==> src/ced_pkg.sv <==
package ced_pkg;

  // ----------------------------------------
  // register map
  // ----------------------------------------
  localparam logic [11:0] CED_CTRL_OFS = 12'h024;
  localparam logic [11:0] CED_STAT_OFS = 12'h020;
  localparam logic [11:0] CED_RIS_OFS = 12'h000;
  localparam logic [11:0] CED_IMASK_OFS = 12'h004;
  localparam logic [31:0] CED_CTRL_RST = 32'h0000_0000;
  localparam logic [1:0] CED_MASK_RST = 2'h0;

  // ----------------------------------------
  // control field positions
  // ----------------------------------------
  localparam int CED_FWD_EN_POS = 11;
  localparam int CED_TRG_LVL_POS = 7;
  localparam int CED_TRG_SENSE_POS = 5;
  localparam int CED_IRQ_LVL_POS = 4;
  localparam int CED_IRQ_SENSE_POS = 2;
  localparam int CED_INV_POS = 1;
  localparam logic [31:0] CED_CTRL_WMASK = 32'h0000_08fe;

  // ----------------------------------------
  // status bit positions
  // ----------------------------------------
  localparam int CED_ST_IRQ_POS = 0;
  localparam int CED_ST_TRG_POS = 1;

  // ----------------------------------------
  // sense modes
  // ----------------------------------------
  localparam logic [1:0] CED_SENSE_LEVEL = 2'h0;
  localparam logic [1:0] CED_SENSE_FALL = 2'h1;
  localparam logic [1:0] CED_SENSE_RISE = 2'h2;
  localparam logic [1:0] CED_SENSE_BOTH = 2'h3;

  typedef struct packed {
    logic adc_trigger_forward_enable;
    logic adc_trigger_active_level;
    logic [1:0] adc_trigger_sense_select;
    logic irq_active_level;
    logic [1:0] irq_sense_select;
    logic comparator_output_invert;
  } ced_cfg_t;

  typedef struct packed {
    logic [11:0] paddr;
    logic psel;
    logic penable;
    logic pwrite;
    logic [31:0] pwdata;
  } ced_apb_req_t;

  typedef struct packed {
    logic [31:0] prdata;
    logic pready;
    logic pslverr;
  } ced_apb_rsp_t;

endpackage : ced_pkg

==> src/ced_sense.sv <==
module ced_sense (
  // clock and reset
  input wire logic clk_sys,
  input wire logic rst_b,
  // conditioned comparator level
  input wire logic cond_in,
  // sense configuration
  input wire logic [1:0] sense_select,
  input wire logic active_level,
  // qualified event, combinational
  output logic event_hit
);
  import ced_pkg::*;

  logic prev_r;
  logic rise;
  logic fall;

  // previous-cycle sample for edge compare
  always_ff @(posedge clk_sys or negedge rst_b) begin
    if (!rst_b) begin
      prev_r <= 1'b0;
    end else begin
      prev_r <= cond_in;
    end
  end

  assign rise = cond_in & ~prev_r;
  assign fall = ~cond_in & prev_r;

  always_comb begin
    case (sense_select)
      CED_SENSE_LEVEL: event_hit = (cond_in == active_level);
      CED_SENSE_FALL: event_hit = fall;
      CED_SENSE_RISE: event_hit = rise;
      CED_SENSE_BOTH: event_hit = rise | fall;
      default: event_hit = 1'b0;
    endcase
  end

endmodule : ced_sense

==> src/ced_sync.sv <==
module ced_sync (
  // clock and reset
  input wire logic clk_sys,
  input wire logic rst_b,
  // asynchronous level in, synchronised level out
  input wire logic d_async,
  output logic q_sync
);
  import ced_pkg::*;

  logic meta_r;

  always_ff @(posedge clk_sys or negedge rst_b) begin
    if (!rst_b) begin
      meta_r <= 1'b0;
      q_sync <= 1'b0;
    end else begin
      meta_r <= d_async;
      q_sync <= meta_r;
    end
  end

endmodule : ced_sync

==> src/ced_top.sv <==
// Operation
// - trigger sense 1 falling, 2 rising, 3 either edge makes an ADC event
// - trigger sense 0 uses level sensing with the trigger level bit
// - interrupt sense 1 falling, 2 rising, 3 either edge raises interrupt
// - interrupt sense 0 uses level sensing with the interrupt level bit
// - interrupt level 0 fires while output low, 1 while output high
// - invert bit set inverts comparator output before all processing
// - trigger level 0 fires while output low, 1 while output high
// - forward enable 0 suppresses ADC events, 1 forwards them
module ced_top (
  // clock and reset
  input wire logic clk_sys,
  input wire logic rst_b,
  // apb slave
  input wire logic [11:0] paddr,
  input wire logic psel,
  input wire logic penable,
  input wire logic pwrite,
  input wire logic [31:0] pwdata,
  output logic [31:0] prdata,
  output logic pready,
  output logic pslverr,
  // analog comparator
  input wire logic comp_out,
  // adc and interrupt
  output logic adc_trigger,
  output logic irq
);
  import ced_pkg::*;

  // ----------------------------------------
  // registers
  // ----------------------------------------
  ced_cfg_t cfg_r;
  logic [1:0] sticky_r;
  logic [1:0] sticky_nxt;
  logic [1:0] mask_r;
  logic comp_sync;
  logic cond_lvl;
  logic irq_hit;
  logic trg_hit;
  logic acc;
  logic wr_acc;
  logic [31:0] rd_mux;
  logic rd_err;
  logic [31:0] ctrl_view;

  function automatic logic [31:0] ced_pack_cfg(input ced_cfg_t c);
    logic [31:0] v;
    v = 32'h0000_0000;
    v[CED_FWD_EN_POS] = c.adc_trigger_forward_enable;
    v[CED_TRG_LVL_POS] = c.adc_trigger_active_level;
    v[CED_TRG_SENSE_POS +: 2] = c.adc_trigger_sense_select;
    v[CED_IRQ_LVL_POS] = c.irq_active_level;
    v[CED_IRQ_SENSE_POS +: 2] = c.irq_sense_select;
    v[CED_INV_POS] = c.comparator_output_invert;
    return v;
  endfunction : ced_pack_cfg

  function automatic ced_cfg_t ced_unpack_cfg(input logic [31:0] v);
    ced_cfg_t c;
    c.adc_trigger_forward_enable = v[CED_FWD_EN_POS];
    c.adc_trigger_active_level = v[CED_TRG_LVL_POS];
    c.adc_trigger_sense_select = v[CED_TRG_SENSE_POS +: 2];
    c.irq_active_level = v[CED_IRQ_LVL_POS];
    c.irq_sense_select = v[CED_IRQ_SENSE_POS +: 2];
    c.comparator_output_invert = v[CED_INV_POS];
    return c;
  endfunction : ced_unpack_cfg

  // reset image of the control fields, a constant for the async reset branch
  localparam ced_cfg_t CED_CFG_RST = ced_unpack_cfg(CED_CTRL_RST);

  // ----------------------------------------
  // comparator input conditioning
  // ----------------------------------------
  ced_sync u_sync (
    .clk_sys(clk_sys),
    .rst_b(rst_b),
    .d_async(comp_out),
    .q_sync(comp_sync)
  );

  assign cond_lvl = comp_sync ^ cfg_r.comparator_output_invert;

  ced_sense u_irq_sense (
    .clk_sys(clk_sys),
    .rst_b(rst_b),
    .cond_in(cond_lvl),
    .sense_select(cfg_r.irq_sense_select),
    .active_level(cfg_r.irq_active_level),
    .event_hit(irq_hit)
  );

  ced_sense u_trg_sense (
    .clk_sys(clk_sys),
    .rst_b(rst_b),
    .cond_in(cond_lvl),
    .sense_select(cfg_r.adc_trigger_sense_select),
    .active_level(cfg_r.adc_trigger_active_level),
    .event_hit(trg_hit)
  );

  // ----------------------------------------
  // adc trigger output
  // ----------------------------------------
  always_ff @(posedge clk_sys or negedge rst_b) begin
    if (!rst_b) begin
      adc_trigger <= 1'b0;
    end else begin
      adc_trigger <= trg_hit & cfg_r.adc_trigger_forward_enable;
    end
  end

  // ----------------------------------------
  // apb decode
  // ----------------------------------------
  assign acc = psel & penable;
  assign wr_acc = acc & pwrite;
  assign ctrl_view = ced_pack_cfg(cfg_r);

  always_comb begin
    rd_mux = 32'h0000_0000;
    rd_err = 1'b0;
    case (paddr)
      CED_CTRL_OFS: rd_mux = ctrl_view;
      CED_STAT_OFS: rd_mux = {30'h0, cond_lvl, 1'b0};
      CED_RIS_OFS: rd_mux = {30'h0, sticky_r};
      CED_IMASK_OFS: rd_mux = {30'h0, mask_r};
      default: rd_err = 1'b1;
    endcase
  end

  // zero-wait slave: pready high in every access cycle
  always_comb begin
    pready = 1'b1;
  end

  always_ff @(posedge clk_sys or negedge rst_b) begin
    if (!rst_b) begin
      prdata <= 32'h0000_0000;
      pslverr <= 1'b0;
    end else if (psel & ~penable) begin
      prdata <= pwrite ? 32'h0000_0000 : rd_mux;
      pslverr <= rd_err;
    end
  end

  // ----------------------------------------
  // control register
  // ----------------------------------------
  always_ff @(posedge clk_sys or negedge rst_b) begin
    if (!rst_b) begin
      cfg_r <= CED_CFG_RST;
    end else if (wr_acc && paddr == CED_CTRL_OFS) begin
      cfg_r <= ced_unpack_cfg(pwdata & CED_CTRL_WMASK);
    end
  end

  // ----------------------------------------
  // interrupt status and mask
  // ----------------------------------------
  always_ff @(posedge clk_sys or negedge rst_b) begin
    if (!rst_b) begin
      mask_r <= CED_MASK_RST;
    end else if (wr_acc && paddr == CED_IMASK_OFS) begin
      mask_r <= pwdata[1:0];
    end
  end

  always_comb begin
    sticky_nxt = sticky_r;
    if (wr_acc && paddr == CED_RIS_OFS) begin
      sticky_nxt = sticky_r & ~pwdata[1:0];
    end
    // set wins over write-one-to-clear
    sticky_nxt[CED_ST_IRQ_POS] = sticky_nxt[CED_ST_IRQ_POS] | irq_hit;
    sticky_nxt[CED_ST_TRG_POS] = sticky_nxt[CED_ST_TRG_POS] | trg_hit;
  end

  always_ff @(posedge clk_sys or negedge rst_b) begin
    if (!rst_b) begin
      sticky_r <= 2'h0;
      irq <= 1'b0;
    end else begin
      sticky_r <= sticky_nxt;
      irq <= |(sticky_nxt & mask_r);
    end
  end

endmodule : ced_top

==> config.mk <==
export PLATFORM = sky130hd
export DESIGN_NAME = ced_top
export DESIGN_NICKNAME = d
export VERILOG_FILES = /design/src/ced_pkg.sv /design/src/ced_sense.sv /design/src/ced_sync.sv /design/src/ced_top.sv
export SDC_FILE = /design/constraint.sdc
export NUM_CORES = 1
export LEC_CHECK = 0
export BUFFER_PORTS_ARGS = -buffer_cell sky130_fd_sc_hd__buf_4
export CAP_MARGIN = 5
export CORE_ASPECT_RATIO = 2
export CORE_UTILIZATION = 42
export DETAILED_ROUTE_END_ITERATION = 8
export PLACE_DENSITY = 0.79
export SLEW_MARGIN = 20
export SYNTH_ARGS = -nofsm -noshare
export SYNTH_HDL_FRONTEND = slang
export SYNTH_SLANG_ARGS = --single-unit
==> constraint.sdc <==
create_clock -name clk_sys -period 2.05 [get_ports clk_sys]
set_clock_uncertainty 0.1 [all_clocks]
set_input_delay 0.3075 -clock clk_sys [delete_from_list [all_inputs] [get_ports clk_sys]]
set_output_delay 0.3075 -clock clk_sys [all_outputs]
set_load 0.05 [all_outputs]
==> results.json, run 1 <==
{
  "status": "complete, no violations",
  "synthTopCellsByArea": "dfrtp_1 (49%), buf_4 (13%), mux2_2 (8.1%)",
  "place_ws_ns": -0.156,
  "diodes": 0,
  "core_area_um2": 3160,
  "start_util_pct": 43.9,
  "cts_buffers": 3,
  "grt_usage_pct": 14.8,
  "rows": 29,
  "totalWireLength_um": 2560,
  "route.detailed.drc": 0,
  "cts_buffer_depth": 2,
  "fin_area_um2": 1700,
  "fp.dieH_um": 83.2,
  "cpLargestDelayFamily": "simple AND/OR/NAND/NOR gates",
  "fin_ws_ns": 0.143,
  "min_period_ns": 1.91,
  "slew_headroom_pct": 61.8,
  "layout-drive-gt1-share_pct": 38.9,
  "synthesis.area_um2": 1390,
  "ant_nets": 0,
  "synth-async-reset-ratio_pct": 100,
  "cts_tree": "yes",
  "synth_top_area_share_pct": 48.8,
  "clk_latency_ns": 0.27,
  "crit_arrival_ns": 1.97,
  "final_nets": 213,
  "hold_viol": 0,
  "synthTopCellsByCount": "dfrtp_1 (27), buf_4 (24), mux2_2 (10), nand2_1 (10), a22o_1 (8)",
  "synth_cell_types": 35,
  "min_period_over_period_pct": 93.0,
  "p_sw_uw": 307,
  "syn_avg_cell_area_um2": 11.6,
  "cp_cell_sequence": "buf_4 > or4_4 > nor3_2 > nand2_2 > nor3_4 > buf_12 > mux2_2",
  "path_max_fanout": 8,
  "seqPwrFrac_pct": 52.4,
  "dr_total_vias": 952,
  "clk_pin_slew_worst_paths_ns": 0.08,
  "layout-area-overhead-vs-synth_pct": 23.0,
  "post_cts_buffers": 0,
  "ir_drop_uv": 676,
  "antenna_found_initial": 0,
  "cap_violations": 0,
  "port-buffer-count": 38,
  "grt_pass1_wl_um": 4040,
  "synth_seq_cells": 27,
  "design.die.area_um2": 3550,
  "setup_viol": 0,
  "worst_hold_path.num_cells": 1,
  "first_global_vias": 900,
  "hp-class": "primary input to flip-flop",
  "crit_path_start_kind": "primary input",
  "drt_iter0_markers": 21,
  "synth_flop_cell": "dfrtp_1",
  "worstSetupPathDepth": 7,
  "clock-sinks": 27,
  "combPwrFrac_pct": 18.6,
  "htree_levels": 1,
  "cpMaxStageDelayCell": "or4_4",
  "routed_via_density": 4.93,
  "powerDensity_nw_per_um2": 605,
  "p_clk_share_pct": 29.0,
  "intPower_uw": 725,
  "root_buffer": "clkbuf_8",
  "synth_most_common_cell": "dfrtp_1",
  "worstMarginPinSlew_ns": 0.571,
  "cts-resized-gates": 0,
  "yosys_warnings": 0,
  "rsz0062_at_grt": "false",
  "die_w_um": 42.6,
  "hold_slack_ns": 0.0380,
  "slowest_delay_ns": 0.55,
  "overflow": 0,
  "gp_congestion": 0.879,
  "synth_edf_count": 0,
  "end_kind": "flip-flop",
  "timing.fmax_ghz": 0.524,
  "ys_seq_area_share_pct": 48.8,
  "placed_area_um2": 1650,
  "ios": 86,
  "syn_inst": 119,
  "r2r_cells": 5,
  "slew_violations": 0,
  "grt_max_degree": 28,
  "path_class": "primary input to flip-flop",
  "dp_hpwl_um": 2000,
  "critPathBufInv": 2,
  "yosys.area.top_type": "dfrtp_1",
  "crit_required_ns": 2.11,
  "cellLeakagePower_nw": 0.862,
  "wire_per_inst_um": 13.3,
  "swShare_pct": 29.8,
  "firstDrtPassIters": 4
}
==> worst paths after layout <==
path                                       to  slack [ns]     startpoint
worst max-delay path                 cfg_r[0]        0.14      paddr[10]
worst min-delay path            u_sync.meta_r        0.04       comp_out
worst max register to register            irq        0.15       cfg_r[0]
worst min register to register  u_sync.q_sync        0.26  u_sync.meta_r
max in group asynchronous             pslverr        1.23          rst_b
min in group asynchronous           mask_r[0]        0.37          rst_b
==> power groups by stage <==
stage          combinational (mW)  clock [mW]  sequential [mW]
5_1_grt                     0.204       0.323            0.542
6_report                    0.192       0.299            0.541
2_1_floorplan               0.158           0            0.560
3_3_place_gp                0.189           0            0.551
3_5_place_dp                0.191           0            0.552
4_1_cts                     0.192       0.308            0.541
==> metrics by stage <==
| step | util [%] | TNS (ns) | cells | total power, mW |
|---|---|---|---|---|
| 3_3_place_gp | 52.2 | -1.13 | 188 | 0.740 |
| 4_1_cts | 54.0 | 0 | 193 | 1.04 |
| 3_5_place_dp | 52.2 | -1.40 | 188 | 0.742 |
| 6_report | 54.0 | 0 | 193 | 1.03 |
| 5_1_grt | 54.0 | 0 | 193 | 1.07 |
| 2_1_floorplan | - | 0 | 141 | 0.718 |
==> registers in the layout, summed over array words and instances, names as in the netlist <==
register and cells:
adc_trigger 1, cfg_r 8, irq 1, mask_r 2, prdata 9, pslverr 1, sticky_r 2, u_sync.meta_r 1
u_sync.q_sync 1, u_trg_sense.prev_r 1
==> area by class of cell <==
cell class / count / area (um2)
repair buffers: 44 / 345
flip-flops and latches: 27 / 676
clock buffers: 4 / 45.0
well taps: 31 / 38.8
inverters: 1 / 3.75
multi-input cells: 86 / 596
fillers: 279 / 1450
==> placed cells by master (no fill, tap or decap) <==
cell type,instances
buf_4,42
dfrtp_1,27
conb_1,24
nand2_1,10
mux2_2,10
a22o_1,8
mux2i_1,3
clkbuf_8,3
xor2_1,2
nor4b_1,2
o21ai_0,2
nor3_1,2
nand2b_1,2
nor3_2,2
or4_4,1
nor4_1,1
nor4b_4,1
nand3_1,1
nand3b_1,1
a211o_1,1
nor3b_1,1
o221ai_1,1
and2_1,1
a21o_1,1
nand4_1,1
inv_1,1
xnor2_1,1
nor2_1,1
a21oi_1,1
o31ai_1,1
o41ai_1,1
nand2_2,1
nor3_4,1
nor4_2,1
clkbuf_1,1
dlygate4sd3_1,1
buf_12,1
==> kinds of logic after synthesis <==
kind of cell | count (synthesis) | synth area share, %
simple gates | 30 | 15.2
flops | 27 | 48.8
buf+inv | 28 | 14.2
mux | 13 | 10.3
xor+xnor | 3 | 1.90
compound gates | 16 | 9.12
other cells | 2 | 0.542
==> routing by layer <==
layer / vias to the layer above / wire, um / track usage [%]
met5: - / 0 / 0
met4: 0 / 41 / 5.11
met3: 5 / 104 / 2.83
met2: 42 / 1500 / 26.2
met1: 450 / 920 / 17.3
li1: 455 / - / -
==> worst reg2reg max path, stage by stage (launching register included) <==
cell and delay, ns:
dfrtp_1 0.42, xor2_1 0.48, mux2i_1 0.26, o221ai_1 0.16, a21o_1 0.21, a22o_1 0.17
==> repair_timing <==
item                                    CTS  global route
hold buffers                              1             0
endpoints found under the hold margin    27             0
endpoints found under the setup margin    0             0
(Power assumes the default switching activity.)
==> inputs of run 2 (changes only) <==
- BUFFER_PORTS_ARGS: -buffer_cell sky130_fd_sc_hd__buf_4 -> not set
- CORE_UTILIZATION: 42 -> 45
- DONT_BUFFER_PORTS: not set -> 1
- PLACE_DENSITY: 0.79 -> not set
==> results.json, run 2 (same netlist as run 1, synthesis figures left out) <==
{
  "status": "complete, no violations",
  "hp-class": "primary input to flip-flop",
  "setup_viol": 0,
  "grt_max_degree": 28,
  "core_area_um2": 2940,
  "post_cts_buffers": 0,
  "min_period_over_period_pct": 87.6,
  "r2r_cells": 5,
  "multi_input_area_um2": 603,
  "route.detailed.drc": 0,
  "final_common_cell": "dfrtp_1",
  "clock-sinks": 27,
  "cts_buffers": 3,
  "rows": 28,
  "dr_total_vias": 846,
  "hold_viol": 0,
  "r2r_slack_ns": 0.25,
  "final_util_pct": 49.3,
  "fp.dieH_um": 80.5,
  "slew_headroom_pct": 63.0,
  "routed_via_density": 5.46,
  "design.die.area_um2": 3320,
  "first_global_vias": 828,
  "ios": 86,
  "root_buffer": "clkbuf_8",
  "layout-area-overhead-vs-synth_pct": 4.79,
  "crit_path_start": "u_sync.q_sync",
  "largestRegisters": "prdata: 9 flops, cfg_r: 8 flops",
  "cellLeakagePower_nw": 0.681,
  "layout-drive-gt1-share_pct": 21.6,
  "final_nets": 176,
  "regArea_um2": 676,
  "cts_tree": "yes",
  "min_period_ns": 1.80,
  "worstMarginPinSlew_ns": 0.556,
  "crit_path_start_kind": "flip-flop",
  "firstDrtPassIters": 4,
  "cap_violations": 0,
  "grt_usage_pct": 17.0,
  "ir_drop_uv": 507,
  "wire_per_inst_um": 16.0,
  "ant_nets": 0,
  "cts_buffer_depth": 2,
  "path_max_fanout": 7,
  "largest-register": "prdata",
  "timing.fmax_ghz": 0.557,
  "start_util_pct": 47.1,
  "r2r_start": "u_sync.q_sync",
  "antenna_found_initial": 0,
  "clk_pin_slew_worst_paths_ns": 0.09,
  "clk_latency_ns": 0.28,
  "crit_arrival_ns": 1.85,
  "slew_violations": 0,
  "die_w_um": 41.2,
  "crit_path_end": "irq",
  "largest_register_ffs": 9,
  "gp_congestion": 0.730,
  "totalWireLength_um": 2480,
  "overflow": 0,
  "path_class": "flip-flop to flip-flop",
  "grt_pass1_wl_um": 3700,
  "fillers": 279,
  "diodes": 0,
  "rsz0062_at_grt": "false",
  "end_kind": "flip-flop",
  "crit_required_ns": 2.11,
  "port-buffer-count": 0,
  "dp_hpwl_um": 1870,
  "powerDensity_nw_per_um2": 687,
  "hold_slack_ns": 0.0248,
  "final_cell_mix": "dfrtp_1 (27), conb_1 (24), nand2_1 (10), mux2_2 (10), a22o_1 (8)",
  "drt_iter0_markers": 11,
  "htree_levels": 1,
  "reg2reg_to": "irq"
}
==> run 2: where the power goes <==
group	internal (mW)	switching, mW	total (mW)
registers	0.537	0.0123	0.550
logic	0.0184	0.122	0.141
clock network	0.138	0.169	0.307
total	0.694	0.304	0.998
==> run 2: worst min path at each step <==
stage,cells past startpoint,end,slack [ns],from
after floorplan,0,adc_trigger,-0.09,rst_b
after global placement,0,u_sync.meta_r,-0.09,rst_b
after detailed placement,0,mask_r[0],-0.09,rst_b
after CTS,1,prdata[0],0.02,paddr[5]
after global routing,1,prdata[0],0.03,paddr[5]
final,1,prdata[0],0.02,paddr[5]
==> run 2: critical path, cell delays in order (launching register included) <==
cell and delay, ns:
dfrtp_1 0.42, xor2_2 0.35, mux2i_1 0.23, o221ai_1 0.16
a21o_1 0.21, a22o_1 0.21
==> run 2: final cells by class <==
type                            instances  area share [%]
Tap cell                               30            2.59
Timing Repair Buffer                    7            5.69
Clock buffer                            3            2.84
Sequential cell                        27            46.6
Clock inverter                          1           0.517
Inverter                                1           0.259
Multi-Input combinational cell         86            41.6
==> run 2: repair_timing <==
action | 4_1_cts | 5_1_grt
endpoints found under the hold margin | 28 | 0
endpoints found under the setup margin | 0 | 1
resized for setup | 0 | 1
hold buffers | 3 | 0
==> run 2: through the flow <==
stage / total power, mW / cells / area (um2) / setup WS, ns / TNS, ns
after floorplan: 0.718 / 141 / 1470 / 0.00500 / 0
after global placement: 0.682 / 148 / 1360 / -0.00256 / -0.00756
after detailed placement: 0.682 / 148 / 1360 / -0.0285 / -0.192
after CTS: 1.01 / 155 / 1440 / 0.0908 / 0
after global routing: 1.04 / 155 / 1450 / 0.135 / 0
final: 0.998 / 155 / 1450 / 0.255 / 0
==> run 2: per-layer routing <==
metal  track usage [%]  part of all wire [%]  up-vias
met3              2.76                   5.0        5
li1                  -                     -      384
met4              8.71                   2.3        0
met2              30.0                    58       35
met5                 0                     0        -
met1              17.3                    35      422
==> inputs of run 3 (changes only) <==
==> constraint.sdc (replaced) <==
create_clock -name clk_sys -period 2.05 [get_ports clk_sys]
set_clock_uncertainty 0.1 [all_clocks]
set_input_delay 0.1025 -clock clk_sys [delete_from_list [all_inputs] [get_ports clk_sys]]
set_output_delay 0.1025 -clock clk_sys [all_outputs]
set_load 0.05 [all_outputs]
==> results.json, run 3 (same netlist as run 1, synthesis figures left out) <==
{
  "status": "complete, no violations",
  "clock-sinks": 27,
  "dr_total_vias": 890,
  "hp-class": "primary input to flip-flop",
  "gp_congestion": 0.733,
  "largest_register_ffs": 9,
  "seqPwrFrac_pct": 54.4,
  "path_max_fanout": 3,
  "totalWireLength_um": 2690,
  "routed_via_density": 5.24,
  "largestRegisters": "prdata: 9 flops, cfg_r: 8 flops",
  "layout-drive-gt1-share_pct": 20.0,
  "root_buffer": "clkbuf_8",
  "end_kind": "flip-flop",
  "largest-register": "prdata",
  "powerDensity_nw_per_um2": 629,
  "port-buffer-count": 0,
  "final_cell_count_no_fill": 170,
  "ios": 86,
  "min_period_ns": 2.00,
  "rows": 28,
  "slew_headroom_pct": 61.9,
  "slew_violations": 0,
  "p_total_mw": 1.01,
  "crit_path_start_kind": "primary input",
  "timing.fmax_ghz": 0.501,
  "antenna_found_initial": 0,
  "combPwrFrac_pct": 16.5,
  "fin_ws_ns": 0.0538,
  "grt_max_degree": 28,
  "final_cell_mix": "dfrtp_1 (27), conb_1 (24), dlygate4sd3_1 (17), nand2_1 (10), mux2_2 (10)",
  "dp_hpwl_um": 1910,
  "htree_levels": 1,
  "dp.cells": 148,
  "core_area_um2": 2940,
  "worstMarginPinSlew_ns": 0.571,
  "min_period_over_period_pct": 97.4,
  "firstDrtPassIters": 2,
  "start_util_pct": 47.1,
  "ant_nets": 0,
  "place_ws_ns": 0.106,
  "wire_per_inst_um": 15.8,
  "final_common_cell": "dfrtp_1",
  "cts_buffers": 3,
  "final_nets": 191,
  "post_cts_buffers": 0,
  "first_global_vias": 888,
  "cellLeakagePower_nw": 0.756,
  "clk_latency_ns": 0.27,
  "swShare_pct": 29.8,
  "crit_arrival_ns": 2.10,
  "intPower_uw": 710,
  "die_w_um": 41.2,
  "ir_drop_uv": 488,
  "crit_required_ns": 2.16,
  "diodes": 0,
  "placed_area_um2": 1360,
  "route.detailed.drc": 0,
  "grt_usage_pct": 17.9,
  "cts_buffer_depth": 2,
  "grt_pass1_wl_um": 3880,
  "cap_violations": 0,
  "layout-area-overhead-vs-synth_pct": 16.0,
  "cts_tree": "yes",
  "setup_viol": 0,
  "final_util_pct": 54.6,
  "path_class": "primary input to flip-flop",
  "hold_viol": 0,
  "p_sw_uw": 301,
  "fin_area_um2": 1610,
  "overflow": 0,
  "p_clk_share_pct": 29.1,
  "clk_pin_slew_worst_paths_ns": 0.08,
  "design.die.area_um2": 3320,
  "fp.dieH_um": 80.5,
  "drt_iter0_markers": 15
}
[run 3: layout make-up]
cell class / count / area (um2)
Clock buffer: 3 / 41.3
Inverter: 1 / 3.75
Fill cell: 285 / 1340
Timing Repair Buffer: 22 / 233
Multi-Input combinational cell: 86 / 611
Sequential cell: 27 / 676
Clock inverter: 1 / 5.00
Tap cell: 30 / 37.5
[run 3: critical path: stages]
cell and delay (ns):
dlygate4sd3_1 0.58, nor4b_4 0.30, buf_4 0.17, nand2b_1 0.09, o41ai_2 0.27, dlygate4sd3_1 0.60
[run 3: per-layer routing]
| metal | vias up | wire length, um | GRT usage (%) |
|---|---|---|---|
| met4 | 0 | 57 | 8.71 |
| met5 | - | 0 | 0 |
| met3 | 5 | 128 | 2.76 |
| met1 | 438 | 922 | 18.7 |
| met2 | 36 | 1590 | 31.4 |
| li1 | 411 | - | - |
[run 3: final timing paths]
| path | startpoint | depth (start not counted) | to | slack [ns] |
|---|---|---|---|---|
| setup / recovery | paddr[8] | 6 | prdata[0] | 0.05 |
| hold / removal | pwdata[1] | 3 | sticky_r[1] | 0.08 |
| setup reg to reg | u_sync.q_sync | 5 | irq | 0.25 |
| hold reg to reg | u_sync.meta_r | 0 | u_sync.q_sync | 0.25 |
| max in group asynchronous | rst_b | 2 | irq | 1.53 |
| min in group asynchronous | rst_b | 2 | u_trg_sense.prev_r | 0.17 |
[run 3: metrics by stage]
step | TNS (ns) | hold slack (ns)
3_5_place_dp | 0 | -0.292
4_1_cts | 0 | 0.0705
5_1_grt | -0.00634 | 0.0963
3_3_place_gp | 0 | -0.292
2_1_floorplan | 0 | -0.293
6_report | 0 | 0.0779
[run 3: repair_timing]
action	in CTS	in global routing
setup endpoints to repair	0	2
endpoints found under the hold margin	42	0
hold buffers	18	0
gates resized for setup	0	2
[run 3: power by group through the flow]
stage	logic, mW	clock network (mW)	registers [mW]
after CTS	0.165	0.311	0.550
after global placement	0.122	0	0.560
after detailed placement	0.122	0	0.561
after global routing	0.179	0.327	0.551
final	0.167	0.295	0.550
after floorplan	0.158	0	0.560
